<file path="src/vis_pkg.sv">
// =====================================================================
// shared constants and types of the vectored request sequencer
// =====================================================================
package vis_pkg;

  // =====================================================================
  // widths and sizes
  // =====================================================================
  localparam int NUM_SRC     = 32;
  localparam int SRC_W       = 5;
  localparam int PRIO_W      = 3;
  localparam int STACK_DEPTH = 8;
  localparam int DEPTH_W     = 4;
  localparam int ADDR_W      = 12;
  localparam int DATA_W      = 32;
  localparam int ENTRY_W     = SRC_W + PRIO_W;

  // =====================================================================
  // register byte offsets
  // =====================================================================
  localparam logic [ADDR_W-1:0] OFS_MODE_BASE       = 12'h000;
  localparam logic [ADDR_W-1:0] OFS_VECT_BASE       = 12'h080;
  localparam logic [ADDR_W-1:0] OFS_NORMAL_VECTOR   = 12'h100;
  localparam logic [ADDR_W-1:0] OFS_FAST_VECTOR     = 12'h104;
  localparam logic [ADDR_W-1:0] OFS_CUR_SOURCE      = 12'h108;
  localparam logic [ADDR_W-1:0] OFS_PENDING         = 12'h10c;
  localparam logic [ADDR_W-1:0] OFS_ENABLE          = 12'h110;
  localparam logic [ADDR_W-1:0] OFS_CORE_STATUS     = 12'h114;
  localparam logic [ADDR_W-1:0] OFS_ENABLE_CMD      = 12'h120;
  localparam logic [ADDR_W-1:0] OFS_DISABLE_CMD     = 12'h124;
  localparam logic [ADDR_W-1:0] OFS_END_OF_SERVICE  = 12'h130;
  localparam logic [ADDR_W-1:0] OFS_SPURIOUS_VECTOR = 12'h134;
  // array decode: bits above the word index select mode or vector bank
  localparam int BANK_LSB = 7;
  localparam int IDX_LSB  = 2;

  // =====================================================================
  // mode register fields and reset values
  // =====================================================================
  localparam int PRIO_LSB      = 0;
  localparam int TYPE_EDGE_BIT = 5;
  localparam int TYPE_POL_BIT  = 6;
  localparam logic [NUM_SRC-1:0] EXT_SRC_MASK = 32'h1000_0001;
  localparam logic [SRC_W-1:0]   FAST_SRC     = 5'h00;
  localparam logic [DATA_W-1:0]  WORD_RESET   = 32'h0000_0000;
  localparam logic [DEPTH_W-1:0] DEPTH_FULL   = 4'h8;

  // =====================================================================
  // types
  // =====================================================================
  typedef logic [PRIO_W-1:0]  vis_prio_type;
  typedef logic [SRC_W-1:0]   vis_src_type;
  typedef logic [DATA_W-1:0]  vis_word_type;
  typedef logic [ENTRY_W-1:0] vis_entry_type;

endpackage

</file>
<file path="src/vis_prio_pick.sv">
`timescale 1ns/1ns
// =====================================================================
// highest-priority pending normal source, lowest number on a tie
// =====================================================================
module vis_prio_pick
  import vis_pkg::*;
(
  // candidates
  input  wire logic [NUM_SRC-1:0]        i_active,
  input  wire logic [NUM_SRC*PRIO_W-1:0] i_prio,
  // winner
  output logic                           o_valid,
  output vis_src_type                    o_src,
  output vis_prio_type                   o_prio
);

  // scan from the top down; >= lets a lower number take a tie
  always_comb begin
    o_valid = 1'b0;
    o_src   = FAST_SRC;
    o_prio  = '0;
    for (int k = NUM_SRC - 1; k >= 1; k--) begin
      if (i_active[k] && (!o_valid || i_prio[k*PRIO_W +: PRIO_W] >= o_prio)) begin
        o_valid = 1'b1;
        o_src   = SRC_W'(k);
        o_prio  = i_prio[k*PRIO_W +: PRIO_W];
      end
    end
  end

endmodule

</file>
<file path="src/vis_level_stack.sv">
`timescale 1ns/1ns
// =====================================================================
// last-in first-out store of interrupted source and level
// =====================================================================
module vis_level_stack
  import vis_pkg::*;
(
  // clock and reset
  input  wire logic          i_clk,
  input  wire logic          i_rst,
  // commands
  input  wire logic          i_push,
  input  wire logic          i_pop,
  input  vis_entry_type      i_data,
  // state
  output vis_entry_type      o_top,
  output logic [DEPTH_W-1:0] o_depth
);

  vis_entry_type      mem [STACK_DEPTH];
  logic [DEPTH_W-1:0] depth;

  // one entry per level, so legal nesting never reaches the guard
  always_ff @(posedge i_clk or posedge i_rst) begin
    if (i_rst) begin
      depth <= '0;
    end else if (i_push && depth != DEPTH_FULL) begin
      mem[depth[DEPTH_W-2:0]] <= i_data;
      depth                  <= depth + 1'b1;
    end else if (i_pop && depth != '0) begin
      depth <= depth - 1'b1;
    end
  end

  assign o_depth = depth;
  assign o_top   = (depth == '0) ? '0 : mem[3'(depth - 1'b1)];

endmodule

</file>
<file path="src/vis_sequencer.sv">
// The address map and the APB interface to the registers were left to the implementer.
`timescale 1ns/1ns
// What this block does
// - vector read makes highest-priority pending source current, level its priority
// - vector read drops the normal request line
// - vector read clears pending state of an edge-triggered current source
// - vector read pushes level on stack and returns the source's handler address
// - in service, a strictly higher pending priority raises the line again
// - end-of-service write outside normal spurious handling pops the stack, restoring the previous level
// - after the pop, a pending priority above restored level raises the line
// - fast vector read clears an edge-triggered source 0
// - fast line drops on fast vector read only when edge-triggered
// - a vanished level-triggered source drops its request line
// - normal vector read with the line idle returns the spurious vector
// - fast vector read with the fast line idle returns the spurious vector
// - after a spurious read the line stays idle until end-of-service
// - current-source status reads zero during normal-line spurious handling
// - each normal source carries a level 0 to 7, 7 most urgent
// - ties in level go to the lowest source number
// - only source 0 drives the fast line, all others the normal line
module vis_sequencer
  import vis_pkg::*;
(
  // clock and reset
  input  wire logic               I_CLK_SYS,
  input  wire logic               I_RST,
  // apb slave
  input  wire logic               I_PSEL,
  input  wire logic               I_PENABLE,
  input  wire logic               I_PWRITE,
  input  wire logic [ADDR_W-1:0]  I_PADDR,
  input  wire logic [DATA_W-1:0]  I_PWDATA,
  output logic      [DATA_W-1:0]  O_PRDATA,
  output logic                    O_PREADY,
  output logic                    O_PSLVERR,
  // interrupt sources, source 0 is the fast input
  input  wire logic [NUM_SRC-1:0] I_SRC,
  // core request lines, active low
  output logic                    O_CORE_REQUEST_LINE_N,
  output logic                    O_CORE_FAST_REQUEST_LINE_N
);

  // =====================================================================
  // storage
  // =====================================================================
  logic [NUM_SRC*PRIO_W-1:0] mode_prio;
  logic [NUM_SRC-1:0]        mode_edge;
  logic [NUM_SRC-1:0]        mode_pol;
  vis_word_type              vect [NUM_SRC];
  vis_word_type              spu_vect;
  logic [NUM_SRC-1:0]        enable;
  logic [NUM_SRC-1:0]        src_q;
  logic [NUM_SRC-1:0]        pend_edge;
  logic                      spur_irq;
  logic                      spur_fiq;

  // =====================================================================
  // bus decode
  // =====================================================================
  logic                 rd_setup;
  logic                 wr_done;
  logic [SRC_W-1:0]     idx;
  logic                 in_mode;
  logic                 in_vect;
  logic                 take_irq;
  logic                 spur_ivr;
  logic                 read_fvr;
  logic                 eoi_wr;
  vis_word_type         next_rdata;
  logic                 next_err;

  assign rd_setup = I_PSEL && !I_PENABLE && !I_PWRITE;
  assign wr_done  = I_PSEL && I_PENABLE && O_PREADY && I_PWRITE;
  assign idx      = I_PADDR[IDX_LSB +: SRC_W];
  assign in_mode  = I_PADDR[ADDR_W-1:BANK_LSB] == OFS_MODE_BASE[ADDR_W-1:BANK_LSB];
  assign in_vect  = I_PADDR[ADDR_W-1:BANK_LSB] == OFS_VECT_BASE[ADDR_W-1:BANK_LSB];
  assign eoi_wr   = wr_done && I_PADDR == OFS_END_OF_SERVICE;

  // =====================================================================
  // source conditioning, one lane per source
  // =====================================================================
  logic [NUM_SRC-1:0] norm;
  logic [NUM_SRC-1:0] edge_seen;
  logic [NUM_SRC-1:0] pending;
  logic [NUM_SRC-1:0] clr_edge;

  genvar g;
  generate
    for (g = 0; g < NUM_SRC; g++) begin : g_lane
      // internal sources have no polarity bit, so it never inverts them
      assign norm[g]      = I_SRC[g] ^ (EXT_SRC_MASK[g] && !mode_pol[g]);
      assign edge_seen[g] = norm[g] && !src_q[g];
      // a level source is pending only while it stands; edge ones latch
      assign pending[g]   = mode_edge[g] ? pend_edge[g] : norm[g];
    end
  endgenerate

  // previous sample for edge detection
  always_ff @(posedge I_CLK_SYS or posedge I_RST) begin
    if (I_RST) begin
      src_q <= '0;
    end else begin
      src_q <= norm;
    end
  end

  // edge latches; a new edge in the clearing cycle wins over the clear
  always_ff @(posedge I_CLK_SYS or posedge I_RST) begin
    if (I_RST) begin
      pend_edge <= '0;
    end else begin
      pend_edge <= (pend_edge & ~clr_edge) | (edge_seen & mode_edge);
    end
  end

  // =====================================================================
  // priority selection and nesting stack
  // =====================================================================
  logic               best_valid;
  vis_src_type        best_src;
  vis_prio_type       best_prio;
  vis_entry_type      top;
  logic [DEPTH_W-1:0] depth;
  vis_prio_type       cur_prio;
  vis_src_type        cur_src;
  logic               irq_want;
  logic               fiq_want;

  // source 0 is masked out here: it only ever feeds the fast line
  vis_prio_pick u_pick (
    .i_active (pending & enable),
    .i_prio   (mode_prio),
    .o_valid  (best_valid),
    .o_src    (best_src),
    .o_prio   (best_prio)
  );

  vis_level_stack u_stack (
    .i_clk   (I_CLK_SYS),
    .i_rst   (I_RST),
    .i_push  (take_irq),
    .i_pop   (eoi_wr && !spur_irq),
    .i_data  ({best_src, best_prio}),
    .o_top   (top),
    .o_depth (depth)
  );

  assign cur_src  = top[ENTRY_W-1:PRIO_W];
  assign cur_prio = top[PRIO_W-1:0];

  // strictly above the current level, or anything when nothing is in service
  assign irq_want = best_valid && (depth == '0 || best_prio > cur_prio) && !spur_irq;
  assign fiq_want = pending[FAST_SRC] && enable[FAST_SRC] && !spur_fiq;

  // =====================================================================
  // vector read side effects, applied at the setup edge of the read
  // =====================================================================
  assign take_irq = rd_setup && I_PADDR == OFS_NORMAL_VECTOR
                    && !O_CORE_REQUEST_LINE_N && best_valid;
  assign spur_ivr = rd_setup && I_PADDR == OFS_NORMAL_VECTOR && !take_irq;
  assign read_fvr = rd_setup && I_PADDR == OFS_FAST_VECTOR;

  // edge sources lose their pending state when they are taken
  always_comb begin
    clr_edge = '0;
    if (take_irq) begin
      clr_edge[best_src] = 1'b1;
    end
    if (read_fvr && !O_CORE_FAST_REQUEST_LINE_N) begin
      clr_edge[FAST_SRC] = 1'b1;
    end
  end

  // spurious holds; the line stays idle until end-of-service arrives
  always_ff @(posedge I_CLK_SYS or posedge I_RST) begin
    if (I_RST) begin
      spur_irq <= 1'b0;
      spur_fiq <= 1'b0;
    end else begin
      if (spur_ivr) begin
        spur_irq <= 1'b1;
      end else if (eoi_wr) begin
        spur_irq <= 1'b0;
      end
      if (read_fvr && O_CORE_FAST_REQUEST_LINE_N) begin
        spur_fiq <= 1'b1;
      end else if (eoi_wr) begin
        spur_fiq <= 1'b0;
      end
    end
  end

  // request lines: registered, so the vector read drops them one edge after its setup edge
  always_ff @(posedge I_CLK_SYS or posedge I_RST) begin
    if (I_RST) begin
      O_CORE_REQUEST_LINE_N      <= 1'b1;
      O_CORE_FAST_REQUEST_LINE_N <= 1'b1;
    end else begin
      O_CORE_REQUEST_LINE_N      <= !irq_want;
      O_CORE_FAST_REQUEST_LINE_N <= !fiq_want;
    end
  end

  // =====================================================================
  // register writes, taken at the access edge
  // =====================================================================
  always_ff @(posedge I_CLK_SYS or posedge I_RST) begin
    if (I_RST) begin
      mode_prio <= '0;
      mode_edge <= '0;
      mode_pol  <= '0;
      enable    <= '0;
      spu_vect  <= WORD_RESET;
    end else if (wr_done) begin
      if (in_mode) begin
        mode_prio[idx*PRIO_W +: PRIO_W] <= I_PWDATA[PRIO_LSB +: PRIO_W];
        mode_edge[idx]                  <= I_PWDATA[TYPE_EDGE_BIT];
        mode_pol[idx]                   <= I_PWDATA[TYPE_POL_BIT] && EXT_SRC_MASK[idx];
      end
      if (I_PADDR == OFS_ENABLE_CMD) begin
        enable <= enable | I_PWDATA;
      end
      if (I_PADDR == OFS_DISABLE_CMD) begin
        enable <= enable & ~I_PWDATA;
      end
      if (I_PADDR == OFS_SPURIOUS_VECTOR) begin
        spu_vect <= I_PWDATA;
      end
    end
  end

  // handler addresses; no reset needed since software loads them first
  always_ff @(posedge I_CLK_SYS) begin
    if (wr_done && in_vect) begin
      vect[idx] <= I_PWDATA;
    end
  end

  // =====================================================================
  // read mux and bus answer
  // =====================================================================
  always_comb begin
    next_rdata = WORD_RESET;
    next_err   = 1'b0;
    if (in_mode) begin
      next_rdata[PRIO_LSB +: PRIO_W] = mode_prio[idx*PRIO_W +: PRIO_W];
      next_rdata[TYPE_EDGE_BIT]      = mode_edge[idx];
      next_rdata[TYPE_POL_BIT]       = mode_pol[idx];
    end else if (in_vect) begin
      next_rdata = vect[idx];
    end else begin
      unique case (I_PADDR)
        OFS_NORMAL_VECTOR:   next_rdata = take_irq ? vect[best_src] : spu_vect;
        OFS_FAST_VECTOR:     next_rdata = O_CORE_FAST_REQUEST_LINE_N ? spu_vect
                                          : vect[FAST_SRC];
        OFS_CUR_SOURCE:      next_rdata = (spur_irq || depth == '0) ? WORD_RESET
                                          : DATA_W'(cur_src);
        OFS_PENDING:         next_rdata = pending;
        OFS_ENABLE:          next_rdata = enable;
        OFS_CORE_STATUS:     next_rdata = DATA_W'({!O_CORE_REQUEST_LINE_N, !O_CORE_FAST_REQUEST_LINE_N});
        OFS_SPURIOUS_VECTOR: next_rdata = spu_vect;
        OFS_ENABLE_CMD, OFS_DISABLE_CMD, OFS_END_OF_SERVICE: next_rdata = WORD_RESET;
        default:             next_err   = 1'b1;
      endcase
    end
  end

  // one access cycle: ready comes up the cycle after setup
  always_ff @(posedge I_CLK_SYS or posedge I_RST) begin
    if (I_RST) begin
      O_PREADY  <= 1'b0;
      O_PRDATA  <= WORD_RESET;
      O_PSLVERR <= 1'b0;
    end else begin
      O_PREADY  <= I_PSEL && !I_PENABLE;
      O_PSLVERR <= I_PSEL && !I_PENABLE && next_err;
      if (rd_setup) begin
        O_PRDATA <= next_rdata;
      end
    end
  end
endmodule

</file>
<file path="config.mk">
export PLATFORM = sky130hd
export DESIGN_NAME = vis_sequencer
export DESIGN_NICKNAME = d
export VERILOG_FILES = /design/src/vis_pkg.sv /design/src/vis_prio_pick.sv /design/src/vis_level_stack.sv /design/src/vis_sequencer.sv
export SDC_FILE = /design/constraint.sdc
export NUM_CORES = 2
export LEC_CHECK = 0
export ABC_CLOCK_PERIOD_IN_PS = 75200
export BUFFER_PORTS_ARGS = -buffer_cell sky130_fd_sc_hd__buf_2
export CAP_MARGIN = 20
export CORE_UTILIZATION = 45
export CTS_CLUSTER_SIZE = 28
export DETAILED_ROUTE_END_ITERATION = 10
export PLACE_DENSITY_LB_ADDON = 0.08
export SYNTH_ARGS = -nofsm -noshare
export SYNTH_HDL_FRONTEND = slang
export SYNTH_SLANG_ARGS = --single-unit
</file>
<file path="constraint.sdc">
create_clock -name I_CLK_SYS -period 75.2 [get_ports I_CLK_SYS]
set_input_delay 7.52 -clock I_CLK_SYS [delete_from_list [all_inputs] [get_ports I_CLK_SYS]]
set_output_delay 7.52 -clock I_CLK_SYS [all_outputs]
set_load 0.01 [all_outputs]
</file>
==> out/qor.json <==
{
  "outcome": {
    "run_status": "finished, final reports clean"
  },
  "clock_network": {
    "clock_tree.htree_level_count": 4,
    "cts_made_buffers": 158,
    "cts_hold_repair.buffers": 0,
    "clkTransAtPathRegs_ns": 0.06,
    "clock-root-buffer": "clkbuf_16",
    "worstSkewPairLatency_ns": 0.81,
    "cts-root-to-sink-buffers": 3,
    "clock_tree_from_tritoncts": "built",
    "post_cts.resized_instances": 0,
    "tritoncts_num_sinks": 1418,
    "cts_setup_buffers": 0
  },
  "worst_setup_path": {
    "cp-start-kind": "input port",
    "worst-setup-path-type": "input port to flop",
    "critical_path_buf_inv_count": 7,
    "cp.required_ns": 75.91,
    "type_of_destination_of_the_critical_path": "flop",
    "arrival_ns": 55.34,
    "critical_path.most_common_cell": "ha_1",
    "timing.critical_path.fanout_max": 61,
    "cp_slowest_cell": "buf_4",
    "cpPeakStageDelay_ns": 0.90,
    "cpLargestDelayFamily": "compound AO/OA/AOI/OAI gates"
  },
  "timing": {
    "tns_ns": 0,
    "max_slew_headroom_at_the_worst_pin_pct": 21.1,
    "rsz0062_at_grt": "no",
    "worst_clock_skew_ns": 0.0391,
    "final_max_slew_viol_count": 0,
    "worst_hold_slack_ns": 0.418,
    "final_critical_path_share_of_the_clock_period_pct": 72.6,
    "finalSetupViolations": 0,
    "worst_slew_pin_slew_ns": 1.17,
    "period_minus_slack_ns": 54.63,
    "max_freq_mhz": 18.3,
    "final-hold-violation-count": 0
  },
  "logic_synthesis": {
    "syn-instance-count": 4837,
    "synth-main-ff-cell": "edfxtp_1",
    "async_flop_share_pct": 23.3,
    "synth_edf_count": 1088,
    "ys_types": 107,
    "synthesis.yosys.warnings": 0,
    "synth.ff_latch_count": 1418,
    "synth_sequential_area_ratio_pct": 59.6,
    "syn_area_per_cell_um2": 14.2,
    "syn-num-nets": 4996,
    "syn_area_um2": 68600
  },
  "global_route": {
    "grt_start_max_net_pins": 146,
    "first_global_vias": 47400,
    "wire_length_of_the_first_global_routing_pass_um": 371000,
    "grt_use_total_pct": 34.7,
    "grt_antenna_before_repair": 21,
    "global_route.overflow_total": 0
  },
  "floorplan": {
    "floorplan.die.width_um": 393,
    "floorplan.io_pins": 117,
    "floorplan.die.height_um": 393,
    "design.die.area_um2": 154000,
    "floorplan.initialDensity_pct": 45.5,
    "core_region_area_um2": 151000,
    "core.rowCount": 142
  },
  "cells_and_area": {
    "post-route-util_pct": 51.1,
    "post_route_cells_drive_above_1_share_pct": 23.4,
    "fillcell_total": 12800,
    "design_area_um2": 77000,
    "synthToLayoutAreaGrowth_pct": 12.2,
    "finish.net_count": 5077
  },
  "place": {
    "detailedPlacementHpwl_um": 156000,
    "port-buffer-count": 116,
    "gp_routability_congestion": 0.921,
    "detailed_place.area_um2": 71800
  },
  "run": {
    "drv.max_cap_violation_count": 0
  },
  "pwr": {
    "vdd_drop_max_uv": 23.7,
    "power_leakage_nw": 26.4,
    "pwr_density_cell_nw_per_um2": 22.2
  },
  "route": {
    "detail_route.wl_per_cell_um": 38.0,
    "final_antenna_net_count": 0,
    "routed_via_density": 7.03,
    "drcViolationCount": 0,
    "first_pass_iters": 9,
    "vias": 49700,
    "drt_wl_total_um": 269000,
    "first_iter_violations": 6771
  },
  "hold_path": {
    "min_delay_path_class": "flop to flop"
  }
}
## registers in the layout (all words and copies together), names as in the netlist, 4 cells and up, named ones only
register / cells
mode_prio: 96
spu_vect: 32
O_PRDATA: 32
mode_edge: 32
vect: 1024
u_stack.o_depth: 4
u_stack.mem: 64
mode_pol: 32
src_q: 32
pend_edge: 32
## cells in the mapped netlist, types with 26 or more instances
| cell | instances | area [um^2] |
|---|---|---|
| buf_1 | 55 | 206 |
| a221o_1 | 40 | 400 |
| a221oi_1 | 49 | 429 |
| dfrtp_1 | 328 | 8210 |
| a22oi_1 | 31 | 233 |
| o221ai_1 | 56 | 490 |
| or3_1 | 26 | 163 |
| mux2_2 | 217 | 2440 |
| nor3_1 | 38 | 190 |
| edfxtp_1 | 1088 | 32700 |
| a31oi_1 | 92 | 576 |
| mux2i_1 | 68 | 681 |
| clkbuf_1 | 171 | 642 |
| o21ai_0 | 230 | 1150 |
| inv_1 | 88 | 330 |
| nor2b_1 | 34 | 213 |
| o22ai_1 | 308 | 1930 |
| nand4_1 | 30 | 188 |
| and2_1 | 33 | 206 |
| mux4_2 | 383 | 8630 |
| o31ai_1 | 32 | 240 |
| buf_2 | 81 | 405 |
| ha_1 | 78 | 976 |
| a21oi_1 | 165 | 826 |
| nand2_1 | 390 | 1460 |
| nand2b_1 | 46 | 288 |
| nor2_1 | 212 | 796 |
| nand3_1 | 81 | 405 |
## metal layers
layer	vias to the layer above	share of wire (%)	track usage, %
li1	19800	-	-
met1	26000	39	47.2
met2	3249	44	52.1
met3	679	11	8.14
met4	14	5.8	17.6
met5	-	0.034	0
## logic make-up (layout without fill, tap and decap cells)
logic type               after synthesis  after routing  synth area share [%]
flip-flops                          1418           1418                  59.6
AO/OA/AOI/OAI                       1276           1276                  12.6
buffers and inverters                413            627                  2.50
adder cells (fa/ha/maj)               83             83                  1.50
other                                  0              8                     0
XOR/XNOR                               9              9                 0.115
AND/OR/NAND/NOR                      969            969                  6.53
multiplexers                         669            669                  17.1
## through the flow
step	total power, W	instances	worst slack, ns
floorplan	0.000913	4837	27.45
global placement	0.000953	6769	21.67
detailed placement	0.000954	6770	20.54
CTS	0.00171	7063	21.17
global route	0.00175	7068	16.76
finish	0.00171	7075	20.57
## path summary, 6_finish.rpt
kind                                           start                             end  slack, ns  cells after the start
min in group asynchronous                      I_RST  u_stack.o_depth[2]$_DFFE_PP0P_       6.83                      2
max                                        I_SRC[31]        O_PRDATA[12]$_DFFE_PP0P_      20.57                    209
min                              src_q[16]$_DFF_PP0_         pend_edge[16]$_DFF_PP0_       0.42                      1
max in group asynchronous                      I_RST                       async pin      66.11                      4
min reg2reg                      src_q[16]$_DFF_PP0_         pend_edge[16]$_DFF_PP0_       0.42                      1
max reg2reg                mode_edge[31]$_DFFE_PP0P_        O_PRDATA[12]$_DFFE_PP0P_      26.87                    208
## layout by cell type (no fill, tap or decap), types with 87 or more instances in the layout
cell,n
buf_2,112
a31oi_1,92
edfxtp_1,1088
o22ai_1,308
o21ai_0,230
nand2_1,390
mux4_2,383
mux2_2,217
nor2_1,172
clkbuf_16,164
inv_1,87
dfrtp_1,328
a21oi_1,163
buf_4,117
## where the power goes
part           internal (W)  leakage [nW]  switching [W]
clock network      0.000442          2.49       0.000329
logic             0.0000310          9.95      0.0000556
registers          0.000848          14.0     0.00000450
total               0.00132          26.4       0.000389
## final cells by class
cell class	instances	area (um^2)	share of cell area, %
flip-flops and latches	1418	40900	53.2
multi-input cells	3006	26400	34.3
clock buffers	227	4460	5.79
well taps	2016	2520	3.28
repair buffers	243	1670	2.17
clock inverters	66	652	0.847
inverters	91	349	0.454
diodes	8	20.0	0.0260
Power figures use the tool's default switching activity.
